### src/rtl/mfc2_pkg.sv
// shared constants, types and register map of the fault configuration block
package mfc2_pkg;
  // bus geometry
  localparam int ADDR_W = 8;
  localparam int DATA_W = 32;
  localparam int BE_W = 4;
  // register byte offsets
  localparam logic [7:0] OFS_CFG = 8'h44;
  localparam logic [7:0] OFS_CTRL = 8'h80;
  localparam logic [7:0] OFS_STAT = 8'h84;
  localparam logic [7:0] OFS_MASK = 8'h88;
  localparam logic [7:0] OFS_FAULT = 8'h8C;
  // reset values and writable bits
  localparam logic [31:0] CFG_RESET = 32'h0000_0000;
  localparam logic [31:0] CFG_WMASK = 32'h07FF_E0FF;
  localparam logic [31:0] ZERO_WORD = 32'h0000_0000;
  // configuration field positions
  localparam int CFG_OVS_EN = 26;
  localparam int CFG_EMF_EN = 25;
  localparam int CFG_ABS_EN = 24;
  localparam int CFG_OVS_LSB = 21;
  localparam int CFG_EMF_LSB = 18;
  localparam int CFG_ABS_LSB = 13;
  localparam int CFG_LOW_LSB = 5;
  localparam int CFG_LOW_AUTO = 4;
  localparam int CFG_HIGH_LSB = 1;
  localparam int CFG_HIGH_AUTO = 0;
  // event and fault bit positions
  localparam int EV_OVS = 0;
  localparam int EV_EMF = 1;
  localparam int EV_ABS = 2;
  localparam int EV_LOW = 3;
  localparam int EV_HIGH = 4;
  localparam int EV_W = 5;
  localparam int FLT_LOCK = 0;
  localparam int FLT_LOW = 1;
  localparam int FLT_HIGH = 2;
  localparam int FLT_W = 3;
  localparam int CTRL_MODE_LSB = 0;
  // thresholds in per mille of the relevant base
  localparam int PM_W = 12;
  localparam logic [11:0] SPD_BASE = 12'd1300;
  localparam logic [11:0] SPD_STEP = 12'd100;
  localparam logic [11:0] EMF_BASE = 12'd100;
  localparam logic [11:0] EMF_STEP = 12'd100;
  localparam logic [11:0] HIGH_BASE = 12'd600;
  localparam logic [11:0] HIGH_STEP = 12'd50;
  localparam logic [2:0] HIGH_NOLIM = 3'd7;
  localparam logic [2:0] LOW_NOLIM = 3'd0;
  // timing
  localparam int unsigned CLK_HZ = 50_000_000;
  localparam int unsigned RETRY_TIME_MS = 100;
  // stall response modes in code order
  typedef enum logic [1:0] {
    MODE_LATCH,
    MODE_RETRY,
    MODE_REPORT,
    MODE_OFF
  } mfc2_mode_t;
  // measured quantities, per mille of their bases
  typedef struct packed {
    logic [11:0] speed;
    logic [11:0] emf_dev;
    logic [11:0] current;
    logic [11:0] supply;
    logic drive_active;
  } mfc2_sense_t;
  // avalon request bundle
  typedef struct packed {
    logic read;
    logic write;
    logic [7:0] address;
    logic [31:0] writedata;
    logic [3:0] byteenable;
  } mfc2_avm_req_t;
endpackage : mfc2_pkg

### src/rtl/mfc2_top.sv
// fault detection configuration register with lock and supply fault logic
// What this block does
// - config word at 0x44, 32 bits, resets to zero, read and write
// - bit 26 enables the overspeed lock check
// - bit 25 enables the back-emf deviation lock check
// - bit 24 enables the absent-motor lock check
// - bits 23:21 pick overspeed limit, 130 to 200 percent, 10 percent steps
// - bits 20:18 pick back-emf limit, 10 to 80 percent, 10 percent steps
// - bits 17:13 pick absent-motor current limit from a nonlinear table
// - bits 7:5 pick supply low limit, code zero means none
// - bit 4 chooses latched or self-clearing under-voltage fault
// - bits 3:1 pick supply high limit, 60 to 90 percent, code 7 none
// - bit 0 chooses latched or self-clearing over-voltage fault
// - tripped lock check answers per mode: latch, retry, report, off
`timescale 1ns/1ns
module mfc2_top #(
  parameter int unsigned RETRY_CYCLES =
    mfc2_pkg::CLK_HZ / 1000 * mfc2_pkg::RETRY_TIME_MS
) (
  input wire logic clk_sys,
  input wire logic reset,
  input wire mfc2_pkg::mfc2_avm_req_t avm_req,
  output logic [31:0] avm_readdata,
  output logic avm_waitrequest,
  input wire mfc2_pkg::mfc2_sense_t sense,
  output logic fault_output_n,
  output logic irq
);
  import mfc2_pkg::*;

  // refuse a retry time the counter cannot hold
  if (RETRY_CYCLES < 1 || RETRY_CYCLES > 32'h00FF_FFFF) begin : g_chk
    $error("retry cycles out of range");
  end

  // refuse limit steps that overflow the 12-bit sense scale
  if (int'(SPD_BASE) + 7 * int'(SPD_STEP) > 32'h0000_0FFF) begin : g_spd_chk
    $error("overspeed limit overflows the sense scale");
  end
  if (int'(EMF_BASE) + 7 * int'(EMF_STEP) > 32'h0000_0FFF) begin : g_emf_chk
    $error("emf limit overflows the sense scale");
  end
  if (int'(HIGH_BASE) + 6 * int'(HIGH_STEP) > 32'h0000_0FFF) begin : g_high_chk
    $error("supply high limit overflows the sense scale");
  end

  // refuse a write mask that would open the reserved bits
  if (CFG_WMASK[31:27] != 5'h0 || CFG_WMASK[12:8] != 5'h0) begin : g_rsv_chk
    $error("reserved config bits must stay read-only");
  end

  // overspeed limit in per mille of full speed
  function automatic logic [11:0] spd_limit(input logic [2:0] code);
    spd_limit = SPD_BASE + 12'(code) * SPD_STEP;
  endfunction : spd_limit

  // back-emf deviation limit in per mille of expected
  function automatic logic [11:0] emf_limit(input logic [2:0] code);
    emf_limit = EMF_BASE + 12'(code) * EMF_STEP;
  endfunction : emf_limit

  // supply high limit; code 7 means no limit
  function automatic logic [11:0] high_limit(input logic [2:0] code);
    high_limit = HIGH_BASE + 12'(code) * HIGH_STEP;
  endfunction : high_limit

  // supply low limit, per mille of base voltage
  function automatic logic [11:0] low_limit(input logic [2:0] code);
    case (code)
      3'd1: low_limit = 12'd50;
      3'd2: low_limit = 12'd100;
      3'd3: low_limit = 12'd120;
      3'd4: low_limit = 12'd150;
      3'd5: low_limit = 12'd180;
      3'd6: low_limit = 12'd200;
      3'd7: low_limit = 12'd250;
      default: low_limit = 12'd0;
    endcase
  endfunction : low_limit

  // absent-motor current limit, per mille of base current
  function automatic logic [11:0] abs_limit(input logic [4:0] code);
    case (code)
      5'h00: abs_limit = 12'd75;
      5'h01: abs_limit = 12'd80;
      5'h02: abs_limit = 12'd85;
      5'h03: abs_limit = 12'd90;
      5'h04: abs_limit = 12'd95;
      5'h05: abs_limit = 12'd100;
      5'h06: abs_limit = 12'd110;
      5'h07: abs_limit = 12'd120;
      5'h08: abs_limit = 12'd130;
      5'h09: abs_limit = 12'd140;
      5'h0A: abs_limit = 12'd150;
      5'h0B: abs_limit = 12'd160;
      5'h0C: abs_limit = 12'd170;
      5'h0D: abs_limit = 12'd180;
      5'h0E: abs_limit = 12'd200;
      5'h0F: abs_limit = 12'd225;
      5'h10: abs_limit = 12'd250;
      5'h11: abs_limit = 12'd275;
      5'h12: abs_limit = 12'd300;
      5'h13: abs_limit = 12'd350;
      5'h14: abs_limit = 12'd400;
      5'h15: abs_limit = 12'd450;
      5'h16: abs_limit = 12'd500;
      5'h17: abs_limit = 12'd550;
      5'h18: abs_limit = 12'd600;
      5'h19: abs_limit = 12'd700;
      5'h1A: abs_limit = 12'd750;
      5'h1B: abs_limit = 12'd800;
      5'h1C: abs_limit = 12'd850;
      5'h1D: abs_limit = 12'd900;
      5'h1E: abs_limit = 12'd950;
      default: abs_limit = 12'd1000;
    endcase
  endfunction : abs_limit

  // merge a write under byte enables
  function automatic logic [31:0] be_merge(
    input logic [31:0] old_v,
    input logic [31:0] new_v,
    input logic [3:0] be
  );
    logic [31:0] m;
    m = {{8{be[3]}}, {8{be[2]}}, {8{be[1]}}, {8{be[0]}}};
    be_merge = (old_v & ~m) | (new_v & m);
  endfunction : be_merge

  // supply fault next state: a trip sets and beats any clear
  function automatic logic supply_next(
    input logic cur,
    input logic trip,
    input logic auto_clr,
    input logic sw_clr
  );
    if (trip) begin
      supply_next = 1'b1;
    end else if (auto_clr || sw_clr) begin
      supply_next = 1'b0;
    end else begin
      supply_next = cur;
    end
  endfunction : supply_next

  // registers
  logic [31:0] cfg_q, cfg_d;
  logic [1:0] ctrl_q, ctrl_d;
  logic [EV_W-1:0] stat_q, stat_d;
  logic [EV_W-1:0] mask_q, mask_d;
  logic [FLT_W-1:0] fault_q, fault_d;
  logic [EV_W-1:0] trip_q;
  logic [23:0] retry_q, retry_d;
  logic ack_q;
  logic [31:0] rdata_q;
  logic fault_n_q;
  logic irq_q;

  // configuration fields
  wire logic ovs_en = cfg_q[CFG_OVS_EN];
  wire logic emf_en = cfg_q[CFG_EMF_EN];
  wire logic abs_en = cfg_q[CFG_ABS_EN];
  wire logic [2:0] ovs_sel = cfg_q[CFG_OVS_LSB +: 3];
  wire logic [2:0] emf_sel = cfg_q[CFG_EMF_LSB +: 3];
  wire logic [4:0] abs_sel = cfg_q[CFG_ABS_LSB +: 5];
  wire logic [2:0] low_sel = cfg_q[CFG_LOW_LSB +: 3];
  wire logic low_auto = cfg_q[CFG_LOW_AUTO];
  wire logic [2:0] high_sel = cfg_q[CFG_HIGH_LSB +: 3];
  wire logic high_auto = cfg_q[CFG_HIGH_AUTO];
  wire mfc2_mode_t mode = mfc2_mode_t'(ctrl_q);

  // lock checks against the selected limits
  wire logic ovs_trip = ovs_en && (sense.speed > spd_limit(ovs_sel));
  wire logic emf_trip = emf_en && (sense.emf_dev > emf_limit(emf_sel));
  wire logic abs_trip = abs_en && sense.drive_active
    && (sense.current < abs_limit(abs_sel));
  wire logic lock_live = (mode != MODE_OFF);
  wire logic lock_faults = (mode == MODE_LATCH) || (mode == MODE_RETRY);
  wire logic retry_done = (retry_q <= 24'd1); // retry delay used up

  // supply checks, code 0 low and code 7 high mean no limit
  wire logic low_trip = (low_sel != LOW_NOLIM)
    && (sense.supply < low_limit(low_sel));
  wire logic high_trip = (high_sel != HIGH_NOLIM)
    && (sense.supply > high_limit(high_sel));

  // trip vector and its rising edges
  wire logic [EV_W-1:0] trip_v = {
    high_trip,
    low_trip,
    abs_trip && lock_live,
    emf_trip && lock_live,
    ovs_trip && lock_live
  };
  wire logic [EV_W-1:0] ev_rise = trip_v & ~trip_q;
  wire logic lock_trip = |trip_v[EV_ABS:EV_OVS];

  // bus decode
  wire logic req = avm_req.read || avm_req.write;
  wire logic [7:0] adr = avm_req.address;
  wire logic sel_cfg = (adr == OFS_CFG);
  wire logic sel_ctrl = (adr == OFS_CTRL);
  wire logic sel_stat = (adr == OFS_STAT);
  wire logic sel_mask = (adr == OFS_MASK);
  wire logic sel_fault = (adr == OFS_FAULT);
  wire logic wr_ack = ack_q && avm_req.write;
  wire logic rd_ack = ack_q && avm_req.read;
  wire logic [31:0] wmerge_cfg = be_merge(cfg_q, avm_req.writedata, avm_req.byteenable);
  wire logic [31:0] wdat = avm_req.writedata;
  // write strobes per register, the small registers need lane 0
  wire logic wr_cfg = wr_ack && sel_cfg;
  wire logic wr_ctrl = wr_ack && sel_ctrl && avm_req.byteenable[0];
  wire logic wr_mask = wr_ack && sel_mask && avm_req.byteenable[0];
  wire logic wr_fault = wr_ack && sel_fault && avm_req.byteenable[0];
  wire logic [FLT_W-1:0] w1c = wr_fault
    ? wdat[FLT_W-1:0] : '0;
  wire logic [EV_W-1:0] rd_clr = (rd_ack && sel_stat) ? rdata_q[EV_W-1:0] : '0;

  // read mux, unmapped reads return zero
  logic [31:0] rmux;
  always_comb begin
    rmux = ZERO_WORD;
    if (sel_cfg) begin
      rmux = cfg_q;
    end else if (sel_ctrl) begin
      rmux = {30'd0, ctrl_q};
    end else if (sel_stat) begin
      rmux = {27'd0, stat_q};
    end else if (sel_mask) begin
      rmux = {27'd0, mask_q};
    end else if (sel_fault) begin
      rmux = {29'd0, fault_q};
    end
  end

  // register writes take effect at the accepting edge
  always_comb begin
    cfg_d = cfg_q;
    ctrl_d = ctrl_q;
    mask_d = mask_q;
    if (wr_cfg) begin
      cfg_d = wmerge_cfg & CFG_WMASK;
    end
    if (wr_ctrl) begin
      ctrl_d = wdat[CTRL_MODE_LSB +: 2];
    end
    if (wr_mask) begin
      mask_d = wdat[EV_W-1:0];
    end
  end

  // sticky status, a read clears only bits it returned, set wins
  assign stat_d = (stat_q & ~rd_clr) | ev_rise;

  // fault state, a new trip beats any clear
  always_comb begin
    fault_d = fault_q;
    retry_d = retry_q;
    // lock fault: latch or retry, report and off raise none
    if (lock_trip && lock_faults) begin
      fault_d[FLT_LOCK] = 1'b1;
      retry_d = 24'(RETRY_CYCLES);
    end else if (fault_q[FLT_LOCK]) begin
      if (w1c[FLT_LOCK]) begin
        fault_d[FLT_LOCK] = 1'b0;
      end else if (mode == MODE_RETRY) begin
        if (retry_done) begin
          fault_d[FLT_LOCK] = 1'b0;
        end else begin
          retry_d = retry_q - 24'd1;
        end
      end else if (mode != MODE_LATCH) begin
        fault_d[FLT_LOCK] = 1'b0;
      end
    end
    // under-voltage then over-voltage, latched or self-clearing
    fault_d[FLT_LOW] = supply_next(fault_q[FLT_LOW], low_trip, low_auto,
      w1c[FLT_LOW]);
    fault_d[FLT_HIGH] = supply_next(fault_q[FLT_HIGH], high_trip, high_auto,
      w1c[FLT_HIGH]);
  end

  // config and control storage
  always_ff @(posedge clk_sys) begin
    if (reset) begin
      cfg_q <= CFG_RESET;
      ctrl_q <= 2'd0;
      mask_q <= '0;
    end else begin
      cfg_q <= cfg_d;
      ctrl_q <= ctrl_d;
      mask_q <= mask_d;
    end
  end

  // event and fault storage
  always_ff @(posedge clk_sys) begin
    if (reset) begin
      stat_q <= '0;
      trip_q <= '0;
      fault_q <= '0;
      retry_q <= '0;
    end else begin
      stat_q <= stat_d;
      trip_q <= trip_v;
      fault_q <= fault_d;
      retry_q <= retry_d;
    end
  end

  // bus handshake: capture on first cycle, answer on second
  always_ff @(posedge clk_sys) begin
    if (reset) begin
      ack_q <= 1'b0;
      rdata_q <= ZERO_WORD;
    end else begin
      ack_q <= req && !ack_q;
      if (avm_req.read && !ack_q) begin
        rdata_q <= rmux;
      end
    end
  end

  // fault pin and interrupt registered from next-state values
  always_ff @(posedge clk_sys) begin
    if (reset) begin
      fault_n_q <= 1'b1;
      irq_q <= 1'b0;
    end else begin
      fault_n_q <= ~(|fault_d);
      irq_q <= |(stat_d & mask_d);
    end
  end

  // outputs
  assign avm_waitrequest = req && !ack_q;
  assign avm_readdata = rdata_q;
  assign fault_output_n = fault_n_q;
  assign irq = irq_q;
endmodule : mfc2_top

### config.mk
export PLATFORM = sky130hd
export DESIGN_NAME = mfc2_top
export DESIGN_NICKNAME = d
export VERILOG_FILES = /design/src/rtl/mfc2_pkg.sv /design/src/rtl/mfc2_top.sv
export SDC_FILE = /design/constraint.sdc
export NUM_CORES = 1
export LEC_CHECK = 0
export BUFFER_PORTS_ARGS = -buffer_cell sky130_fd_sc_hd__buf_2
export CAP_MARGIN = 20
export CORE_MARGIN = 1.5
export CORE_UTILIZATION = 35
export CTS_BUF_LIST = sky130_fd_sc_hd__clkbuf_16
export CTS_CLUSTER_SIZE = 10
export DETAILED_ROUTE_END_ITERATION = 10
export HOLD_SLACK_MARGIN = 0.12
export PLACE_DENSITY = 0.58
export SYNTH_ARGS = -nofsm -noshare
export SYNTH_HDL_FRONTEND = slang
export SYNTH_SLANG_ARGS = --single-unit
### constraint.sdc
create_clock -name clk_sys -period 6.23 [get_ports clk_sys]
set_input_delay 1.246 -clock clk_sys [delete_from_list [all_inputs] [get_ports clk_sys]]
set_output_delay 1.246 -clock clk_sys [all_outputs]
set_load 0.01 [all_outputs]
### After elaboration in Yosys (flattened, before gate mapping)

Memories as Yosys holds them, arrays and structs flattened. A register that Yosys moved wholly into a read port is not among the register bits.
Index checks and enable logic that the tools add are counted.

| storage, ports and cells | value |
|---|---|
| input port bits | 97 |
| latch bits | 0 |
| bits in read-only memories | 320 |
| memory bits (writable) | 0 |
| memories | 1 |
| register bits | 101 |

Memories:

| name | depth | bits a word | read ports | clocked after memory_dff | write ports | RTL line | RTL |
|---|---|---|---|---|---|---|---|
| (no name shown) | 32 | 10 | 1 | 1 | 0 | mfc2_top.sv:83 | `case (code)` |

| cells by class | value |
|---|---|
| shift operators | 0 |
| multiplexer cells | 26 |
| eq/ne operators | 17 |
| add/sub/neg operators | 4 |
| $lt $le $gt $ge | 6 |
| multipliers | 3 |
| divide/modulo/power cells | 0 |
| bitwise gates (word level) | 13 |
| reduce and logical (&&, ||, !) cells | 38 |

Operator list:

| kind | number |
|---|---|
| 23-bit two-way mux | 5 |
| 8-bit case mux with 7 select lines | 1 |
| 27-bit AND | 2 |
| 5-bit two-way mux | 7 |
| 8-bit == test, second input constant | 4 |
| 27-bit two-way mux | 1 |
| 27-bit NOT | 1 |
| 27-bit OR | 1 |
| 12-bit by 11-bit > comparator with 1-bit output | 2 |
| 24-bit by 1-bit <= comparator with 1-bit output, second input constant | 1 |
| 12-bit less-than comparator | 2 |
| 3-bit by 5-bit multiplier with 8-bit output, second input constant | 3 |
| 24-bit by 1-bit subtractor with 24-bit output, second input constant | 1 |
| 1-bit logical AND | 22 |
| 5-bit AND | 3 |
| 11-bit by 10-bit adder with 12-bit output, first input constant | 1 |
| 3-bit == test, second input constant | 4 |
| 12-bit > comparator | 1 |
| 10-bit by 9-bit adder with 11-bit output, first input constant | 1 |
| 7-bit by 10-bit adder with 11-bit output, first input constant | 1 |
| 1-bit two-way mux | 10 |
| 5-bit NOT | 2 |
| 8-bit by 7-bit == test with 1-bit output, second input constant | 1 |
| 4-bit AND reduction | 2 |
| 17 further kinds | 28 |

### Logic depth before layout (Yosys ltp)

Gate-level depths: netlist of the first run.

| logic depth | value |
|---|---|
| depth after elaboration | 10 |
| gate-level depth with buffers | 15 |
| depth with buffers taken out | 14 |

### Worst setup path after synthesis of the first run

OpenSTA, ideal clock, no wires.

| timing path | value |
|---|---|
| path kind | input to register |
| start | input avm_req[37] (netlist bit) |
| end | register (tool-made name) |
| library setup time | 0.120 ns |
| arrival | 3.582 ns |
| data required time | 6.110 ns |
| stages | 9 |
| slack | 2.528 ns |
| path buffers | 0 |
| path through | nor4_4 nand3_1 mux2i_1 nor2_1 inv_1 ha_1 mux2i_1 mux2_2 a211o_1 |

RTL lines:

| element | RTL line | RTL |
|---|---|---|
| start, declared | mfc2_top.sv:22 | `input wire mfc2_pkg::mfc2_avm_req_t avm_req,` |

==> results_dict.tcl, run 1 <==
set metrics [dict create \
    run_status "completed" \
    min_path_type "register to register" \
    clock-root-buffer "clkbuf_16" \
    finalWorstSetupSlack_ns 2.23 \
    worstSkewPairLatency_ns 0.36 \
    whs_ns 0.448 \
    grt_pass1_wl_microns 27600 \
    cp_cell_sequence "buf_2 -> nor4_4 -> nand3_1 -> mux2i_1 -> nor2_1 -> inv_1 -> ha_1 -> mux2i_1 -> mux2_2 -> a211o_1" \
    dieArea_sq_um 19900 \
    antenna_found_initial 0 \
    timing.setup.tns_ns 0 \
    path_clk_slew_ns 0.07 \
    grt_start_max_net_pins 82 \
    dp.final_hpwl_microns 13300 \
    cpMaxStageDelayCell "nor2_1" \
    port_buffers 111 \
    insertedDiodeCount 0 \
    num-fill-cells 1914 \
    grt-ovfl-total 0 \
    nets 1055 \
    viasPerCell 5.23 \
    dpl_cell_area_sq_um 7370 \
    regToRegEndpoint "retry_q[4]$_SDFFE_PP0P_" \
    cts_tree "yes" \
    drv_slew 0 \
    drive_gt1_share_pct 17.9 \
    finalHoldViolCount 0 \
    power.internal_w 0.00102 \
    startpoint_type "input pin" \
    max_freq_mhz 250 \
    power_frac_clock_pct 43.2 \
    num_rows 50 \
    combPwrFrac_pct 8.7 \
    crit_type "input pin to register" \
    fin_crit_sh_pct 64.2 \
    syn_inst 789 \
    drc 0 \
    start_util_pct 35.7 \
    r2r_slack_ns 2.29 \
    p_per_area_nw_per_um2 177 \
    synth-async-reset-ratio_pct 0 \
    yosysSeqAreaShare_pct 30.3 \
    hold_depth 2 \
    grt_use_total_pct 17.5 \
    critical_path.endpoint_type "register" \
    setup_viol 0 \
    yosys_warnings 0 \
    register_area_sq_um 2020 \
    yosys.area.top_type_share_pct 30.3 \
    synth_common_cells "101 x dfxtp_1, 77 x ha_1, 66 x nand2_1" \
    cts.sink_count 101 \
    stdcell_area_sq_um 7680 \
    netlist_top_cells_area "dfxtp_1 30%, ha_1 14%, a21oi_1 4.7%, nand2_1 3.7%, xor2_1 3.4%" \
    cts_hold_buf 0 \
    pre_cts_slack_ns 1.88 \
    wl_microns 17300 \
    dominantRegCellSynth "dfxtp_1" \
    synth_area_sq_um 6680 \
    swShare_pct 25.4 \
    clock_skew_ns 0.00692 \
    synth_edf_count 0 \
    gp_congestion 0.828 \
    synth-seq-cells 101 \
    worstHoldEndpoint "avm_readdata[5]$_SDFFE_PP0P_" \
    ios 132 \
    grt_pass1_vias 5486 \
    ant_nets 0 \
    period_needed_ns 4.00 \
    cts_max_path_buffers 2 \
    coreArea_sq_um 18700 \
    crit_path_max_fanout 7 \
    p_leak_nw 3.24 \
    p_total_w 0.00136 \
    worst_slew_pin_slew_ns 1.07 \
    maxSlewHeadroom_pct 28.7 \
    crit_path_frequent_cell "mux2i_1" \
    syn_to_final_growth_pct 15.0 \
    p_seq_share_pct 48.1 \
    worstRegToRegCells 16 \
    syn_avg_cell_area_sq_um 8.47 \
    worstPathArrival_ns 4.25 \
    die_h_microns 141 \
    vias 5852 \
    yosysTopAreaCell "dfxtp_1" \
    numCtsBuffers 9 \
    dr.pass1.iters 5 \
    h-tree-depth 3 \
    synth.most_common_cell "dfxtp_1" \
    die_w_microns 141 \
    p_sw_w 0.000346 \
    postCtsResizedCells 0 \
    wire_per_inst_microns 15.5 \
    min_from "avm_readdata[5]$_SDFFE_PP0P_" \
    vdd_ir_drop_max_uv 141 \
    rsz0062_at_grt "no" \
    postCtsSetupBuffers 0 \
    drtIter0Drc 329 \
    slowest_delay_ns 0.45 \
    multi_input_area_sq_um 4270 \
    cp.required_ns 6.48 \
    cap_violations 0 \
    synth_cell_types 76 \
]
[how the worst max path moves through the flow]
| stage | startpoint | to | slack [ns] | depth (start not counted) |
|---|---|---|---|---|
| after detailed placement | avm_req[37] | register | 1.88 | 10 |
| after global placement | avm_req[37] | register | 1.89 | 10 |
| after global routing | register | retry_q[1]$_SDFFE_PP0P_ | 1.91 | 16 |
| after CTS | register | retry_q[4]$_SDFFE_PP0P_ | 2.19 | 16 |
| after floorplan | avm_req[37] | register | 2.53 | 9 |
| final | avm_req[37] | register | 2.23 | 10 |
[layout by cell type, fill, tap and decap left out, types with 26 or more instances in the layout]
cell type / instances
a21oi_1: 63
buf_2: 110
dfxtp_1: 101
ha_1: 77
inv_1: 48
nand2_1: 66
nand3_1: 44
nor2_1: 58
xor2_1: 26
[cell families (layout without fill, tap and decap cells)]
kind of cell,count (synthesis),in the layout,share of synthesized area (%)
adders and majority gates,77,77,14.4
xor gates and xnor gates,39,39,5.11
other,1,10,0.0561
muxes,27,27,4.57
and+or+nand+nor,304,304,24.8
DFF,101,101,30.3
AOI/OAI and AO/OA,146,146,14.5
buffers and inverters,94,182,6.33
[power by group through the flow]
stage          clock network, W  registers (W)   logic, W
3_3_place_gp                  0       0.000670   0.000118
6_report               0.000589       0.000656   0.000119
3_5_place_dp                  0       0.000671   0.000119
2_1_floorplan                 0       0.000670  0.0000674
5_1_grt                0.000626       0.000656   0.000132
4_1_cts                0.000598       0.000655   0.000120
[critical path: cells and delay by family]
kind | cells | cell delay (ns)
buffers and inverters | 2 | 0.30
AND/OR/NAND/NOR | 3 | 1.24
adder cells (fa/ha/maj) | 1 | 0.45
AO/OA/AOI/OAI | 1 | 0.29
multiplexers | 3 | 0.73
[per-stage QoR]
stage / std cells / util (%)
CTS: 1120 / 41.1
global placement: 1104 / 39.4
floorplan: 798 / -
detailed placement: 1104 / 39.4
finish: 1120 / 41.1
global route: 1120 / 41.1
[area by class of cell]
cell class | instances | share of cell area, %
timing repair buffer | 116 | 7.75
inverter | 50 | 2.48
clock inverter | 7 | 1.06
tap | 234 | 3.81
clock buffer | 9 | 2.93
multi-input combinational | 603 | 55.6
sequential | 101 | 26.3
[layer usage]
layer  vias up  routed length, microns  part of all wire [%]  GRT usage, %
li1       2995                       -                     -             -
met1      2706                    8260                    48          23.1
met2       131                    8040                    46          29.0
met3        20                     719                   4.2          2.72
met4         0                     297                   1.7          5.87
met5         -                       0                     0             0
No activity file was read; power rests on OpenSTA's default activity.
==> run 2: changes to the inputs <==
Clock period 6.23 ns to 3.7 ns, I/O delays scaled along.
==> run 2 against run 1 <==
Effect of this change:
- sequential share of layout area down 0.77 points
- largest power group unchanged
- critical path type is now register to register
- highest routed layer unchanged
- die area did not move
- hold slack got worse by 0.0019 ns
- sequential cell count unchanged
- power rose by 66%
- routed wire length is 1.7% higher
==> results_dict.tcl, run 2 (synthesis results as in run 1) <==
set metrics [dict create \
    antenna_found_initial 0 \
    p_per_area_nw_per_um2 286 \
    wl_microns 17600 \
    worst_slew_pin_slew_ns 0.692 \
    p_leak_nw 3.37 \
    critical_path.endpoint_type "register" \
    coreArea_sq_um 18700 \
    cts_hold_buf 0 \
    ant_nets 0 \
    drtIter0Drc 326 \
    drive_gt1_share_pct 20.5 \
    die_w_microns 141 \
    cts_tree "yes" \
    crit_type "register to register" \
    min_from "avm_readdata[7]$_SDFFE_PP0P_" \
    setup_viol 0 \
    vias 5979 \
    drv_slew 0 \
    drc 0 \
    cap_violations 0 \
    worstSkewPairLatency_ns 0.35 \
    viasPerCell 5.24 \
    syn_to_final_growth_pct 18.5 \
    die_h_microns 141 \
    port_buffers 111 \
    vdd_ir_drop_max_uv 203 \
    timing.setup.tns_ns 0 \
    dieArea_sq_um 19900 \
    pre_cts_slack_ns -0.169 \
    grt_use_total_pct 17.8 \
    maxSlewHeadroom_pct 53.9 \
    run_status "completed" \
    h-tree-depth 3 \
    cts_max_path_buffers 2 \
    cp.required_ns 3.96 \
    nets 1077 \
    grt-ovfl-total 0 \
    path_clk_slew_ns 0.07 \
    dr.pass1.iters 5 \
    clock-root-buffer "clkbuf_16" \
    finalWorstSetupSlack_ns 0.231 \
    finalHoldViolCount 0 \
    hold_depth 2 \
    ios 132 \
    r2r_slack_ns 0.23 \
    clock_skew_ns 0.00722 \
    layout_common_cells "110 x buf_2, 100 x dfxtp_1, 77 x ha_1" \
    worstHoldEndpoint "avm_readdata[7]$_SDFFE_PP0P_" \
    max_freq_mhz 288 \
    fin_crit_sh_pct 93.8 \
    gp_congestion 0.862 \
    startpoint_type "register" \
    worstRegToRegCells 16 \
    dp.final_hpwl_microns 13500 \
    crit_path_max_fanout 12 \
    worstPathArrival_ns 3.73 \
    num_rows 50 \
    wire_per_inst_microns 15.4 \
    insertedDiodeCount 0 \
    grt_pass1_vias 5678 \
    min_path_type "register to register" \
    regToRegEndpoint "retry_q[1]$_SDFFE_PP0P_" \
    cts.sink_count 101 \
    grt_start_max_net_pins 68 \
    rsz0062_at_grt "no" \
    final_common_cell "buf_2" \
    start_util_pct 35.7 \
    numCtsBuffers 9 \
    grt_pass1_wl_microns 28000 \
    period_needed_ns 3.47 \
]
[run 2: cell count changes in the layout (fill, tap and decap cells not counted), moves of 2 or more]
cell,change
buf_4,+19
buf_6,+2
clkinvlp_4,+2
inv_1,+2
inv_6,-3
[run 2: area by class of cell]
class | count | area (sq um)
well taps | 234 | 293
clock inverters | 7 | 68.8
multi-input cells | 603 | 4330
fillers | 1905 | 10800
flip-flops and latches | 101 | 2020
repair buffers | 138 | 788
inverters | 50 | 190
clock buffers | 9 | 225
[run 2: timing repair]
item | CTS | global route
setup buffers | 0 | 0
gates cloned | 0 | 1
resized for setup | 2 | 14
setup endpoints to repair | 26 | 26
pin swaps | 0 | 1
[run 2: worst max-delay path by stage]
| stage | startpoint | end |
|---|---|---|
| after floorplan | register | retry_q[16]$_SDFFE_PP0P_ |
| after detailed placement | register | retry_q[1]$_SDFFE_PP0P_ |
| final | register | retry_q[1]$_SDFFE_PP0P_ |
| after global placement | register | retry_q[1]$_SDFFE_PP0P_ |
| after CTS | register | retry_q[1]$_SDFFE_PP0P_ |
| after global routing | register | retry_q[1]$_SDFFE_PP0P_ |
[run 2: layer usage]
layer / global-route usage (%) / part of all wire (%)
met1: 23.2 / 48
met2: 29.2 / 46
met3: 3.77 / 4.0
met4: 5.87 / 2.2
met5: 0 / 0
[run 2: critical path, stage by stage, from the launching register on]
cell and delay (ns):
dfxtp_2 0.36, inv_1 0.06, ha_1 0.27, inv_1 0.04, ha_1 0.18, ha_1 0.33, a21oi_2 0.06, or2_2 0.28
ha_1 0.29, nand4_1 0.17, inv_1 0.10, a2111oi_4 0.33, buf_4 0.19, nor3_2 0.06, o31ai_4 0.25, buf_6 0.19
nor4bb_1 0.21
[run 2: metrics by stage]
step	hold WS, ns	std cells	util, %	instance area, sq um	power [W]
floorplan	0.450	798	-	6710	0.00124
global placement	0.435	1124	40.2	7520	0.00133
detailed placement	0.442	1124	40.2	7520	0.00133
CTS	0.450	1140	41.8	7820	0.00228
global route	0.474	1142	42.3	7920	0.00236
finish	0.446	1142	42.3	7920	0.00226
[run 2: report_power, final]
group	internal (W)	total [W]	switching [W]	leakage [nW]
combinational	0.0000911	0.000215	0.000124	2.41
clock	0.000521	0.000947	0.000426	0.140
sequential	0.00110	0.00110	0.00000644	0.816
==> run 3: changes to the inputs <==
==> constraint.sdc (replaced) <==
create_clock -name clk_sys -period 3.7 [get_ports clk_sys]
set_input_delay 0.37 -clock clk_sys [delete_from_list [all_inputs] [get_ports clk_sys]]
set_output_delay 0.37 -clock clk_sys [all_outputs]
set_load 0.01 [all_outputs]
==> run 3 against run 2 <==
Effect of this change:
- hold slack got worse by 0.19 ns
- power grew 5.2%
- routed wire length is 1.5% lower
- clock skew rose by 0.00066 ns
- non-clock buffer count decreased by 7
- setup slack got worse by 0.051 ns
- clock power is 14% higher
- combinational power fell by 6%
- utilization shrank 0.22 points
- maximum frequency down 1.5%
- highest routed layer unchanged
==> results_dict.tcl, run 3 (synthesis results as in run 1) <==
set metrics [dict create \
    run_status "completed" \
    insertedDiodeCount 0 \
    p_total_w 0.00238 \
    regToRegEndpoint "retry_q[1]$_SDFFE_PP0P_" \
    swShare_pct 23.0 \
    syn_to_final_growth_pct 17.9 \
    crit_path_max_fanout 6 \
    r2r_slack_ns 0.18 \
    grt_use_total_pct 17.4 \
    die_w_microns 141 \
    numCtsBuffers 9 \
    p_leak_nw 3.32 \
    drtIter0Drc 325 \
    layout_common_cells "110 x buf_2, 100 x dfxtp_1, 76 x ha_1" \
    cts.sink_count 101 \
    finalHoldViolCount 0 \
    p_seq_share_pct 46.3 \
    drive_gt1_share_pct 20.2 \
    port_buffers 111 \
    cap_violations 0 \
    crit_type "register to register" \
    cts_max_path_buffers 2 \
    clock-root-buffer "clkbuf_16" \
    min_from "avm_req[29]" \
    max_freq_mhz 284 \
    num_rows 50 \
    viasPerCell 5.21 \
    cts_tree "yes" \
    grt-ovfl-total 0 \
    path_clk_slew_ns 0.07 \
    final_common_cell "buf_2" \
    p_sw_w 0.000547 \
    coreArea_sq_um 18700 \
    grt_pass1_vias 5566 \
    hold_depth 3 \
    dieArea_sq_um 19900 \
    rsz0062_at_grt "no" \
    cp_cell_sequence "inv_1 -> ha_1 -> inv_1 -> ha_1 -> ha_4 -> a21oi_2 -> or2_2 -> ha_1 -> nand4_1 -> inv_1 -> a2111oi_2 -> buf_4 -> nor3_2 -> o31ai_2 -> buf_4 -> buf_4 -> nor4bb_1" \
    dp.final_hpwl_microns 13400 \
    clock_skew_ns 0.00788 \
    wire_per_inst_microns 15.3 \
    vdd_ir_drop_max_uv 245 \
    worstPathArrival_ns 3.78 \
    critical_path.endpoint_type "register" \
    combPwrFrac_pct 8.5 \
    nets 1070 \
    min_path_type "input pin to register" \
    worst_slew_pin_slew_ns 1.09 \
    h-tree-depth 3 \
    power.internal_w 0.00184 \
    fin_crit_sh_pct 95.1 \
    grt_start_max_net_pins 65 \
    cpMaxStageDelayCell "dfxtp_2" \
    startpoint_type "register" \
    worstRegToRegCells 17 \
    drv_slew 0 \
    whs_ns 0.257 \
    maxSlewHeadroom_pct 27.3 \
    cts_hold_buf 0 \
    drc 0 \
    cp.required_ns 3.96 \
    p_per_area_nw_per_um2 303 \
    ant_nets 0 \
    worstSkewPairLatency_ns 0.35 \
    die_h_microns 141 \
    dr.pass1.iters 4 \
    power_frac_clock_pct 45.2 \
    grt_pass1_wl_microns 27700 \
    period_needed_ns 3.52 \
    setup_viol 0 \
    antenna_found_initial 0 \
    gp_congestion 0.858 \
    ios 132 \
    vias 5907 \
    slowest_delay_ns 0.35 \
    wl_microns 17300 \
    num-fill-cells 1879 \
    start_util_pct 35.7 \
]
[run 3: metrics by stage]
stage / instances / util (%) / setup TNS (ns) / cell area, sq um / worst slack [ns]
finish: 1134 / 42.1 / 0 / 7870 / 0.180
floorplan: 798 / - / 0 / 6710 / 0.00727
CTS: 1131 / 41.7 / 0 / 7810 / 0.0564
global placement: 1116 / 39.9 / -2.37 / 7460 / -0.133
detailed placement: 1116 / 39.9 / -1.41 / 7460 / -0.0897
global route: 1134 / 42.1 / 0 / 7870 / 0.00615
[run 3: power by group through the flow]
stage                     sequential (W)  clock, W  combinational [W]
after floorplan                  0.00113         0           0.000113
after global placement           0.00113         0           0.000199
after detailed placement         0.00113         0           0.000201
after CTS                        0.00110   0.00110           0.000203
after global routing             0.00111   0.00114           0.000227
final                            0.00110   0.00108           0.000202
[run 3: what timing repair did]
item | CTS | global route
endpoints found under the setup margin | 25 | 26
setup buffers | 0 | 1
pin swaps | 0 | 3
gates resized for setup | 2 | 16
gates cloned | 0 | 2
[run 3: layer usage]
layer / global-route usage (%) / vias to the layer above / wire length, microns
li1: - / 3027 / -
met1: 22.8 / 2737 / 8290
met2: 29.1 / 123 / 8110
met3: 3.09 / 20 / 688
met4: 5.10 / 0 / 248
met5: 0 / - / 0
[run 3: cell type report]
class                           count  area, sq um  share of cell area (%)
Tap cell                          234          293                    3.72
Clock inverter                      6          113                    1.43
Multi-Input combinational cell    603         4320                    54.8
Inverter                           50          190                    2.42
Clock buffer                        9          225                    2.86
Sequential cell                   101         2020                    25.7
Timing Repair Buffer              131          712                    9.04
[run 3: worst max path at each step]
stage / start / end / slack [ns] / cells past startpoint
floorplan: register / retry_q[16]$_SDFFE_PP0P_ / 0.007 / 15
global placement: register / retry_q[1]$_SDFFE_PP0P_ / -0.13 / 16
detailed placement: register / retry_q[1]$_SDFFE_PP0P_ / -0.09 / 16
CTS: register / retry_q[16]$_SDFFE_PP0P_ / 0.06 / 16
global route: register / retry_q[1]$_SDFFE_PP0P_ / 0.006 / 17
finish: register / retry_q[1]$_SDFFE_PP0P_ / 0.18 / 17
[run 3: critical path, delay by kind of cell, from the launching register on]
family	cells	cell delay, ns
AO/OA/AOI/OAI	3	0.67
AND/OR/NAND/NOR	4	0.65
adder cells (fa/ha/maj)	4	1.07
buffers and inverters	6	0.68
flip-flops	1	0.35
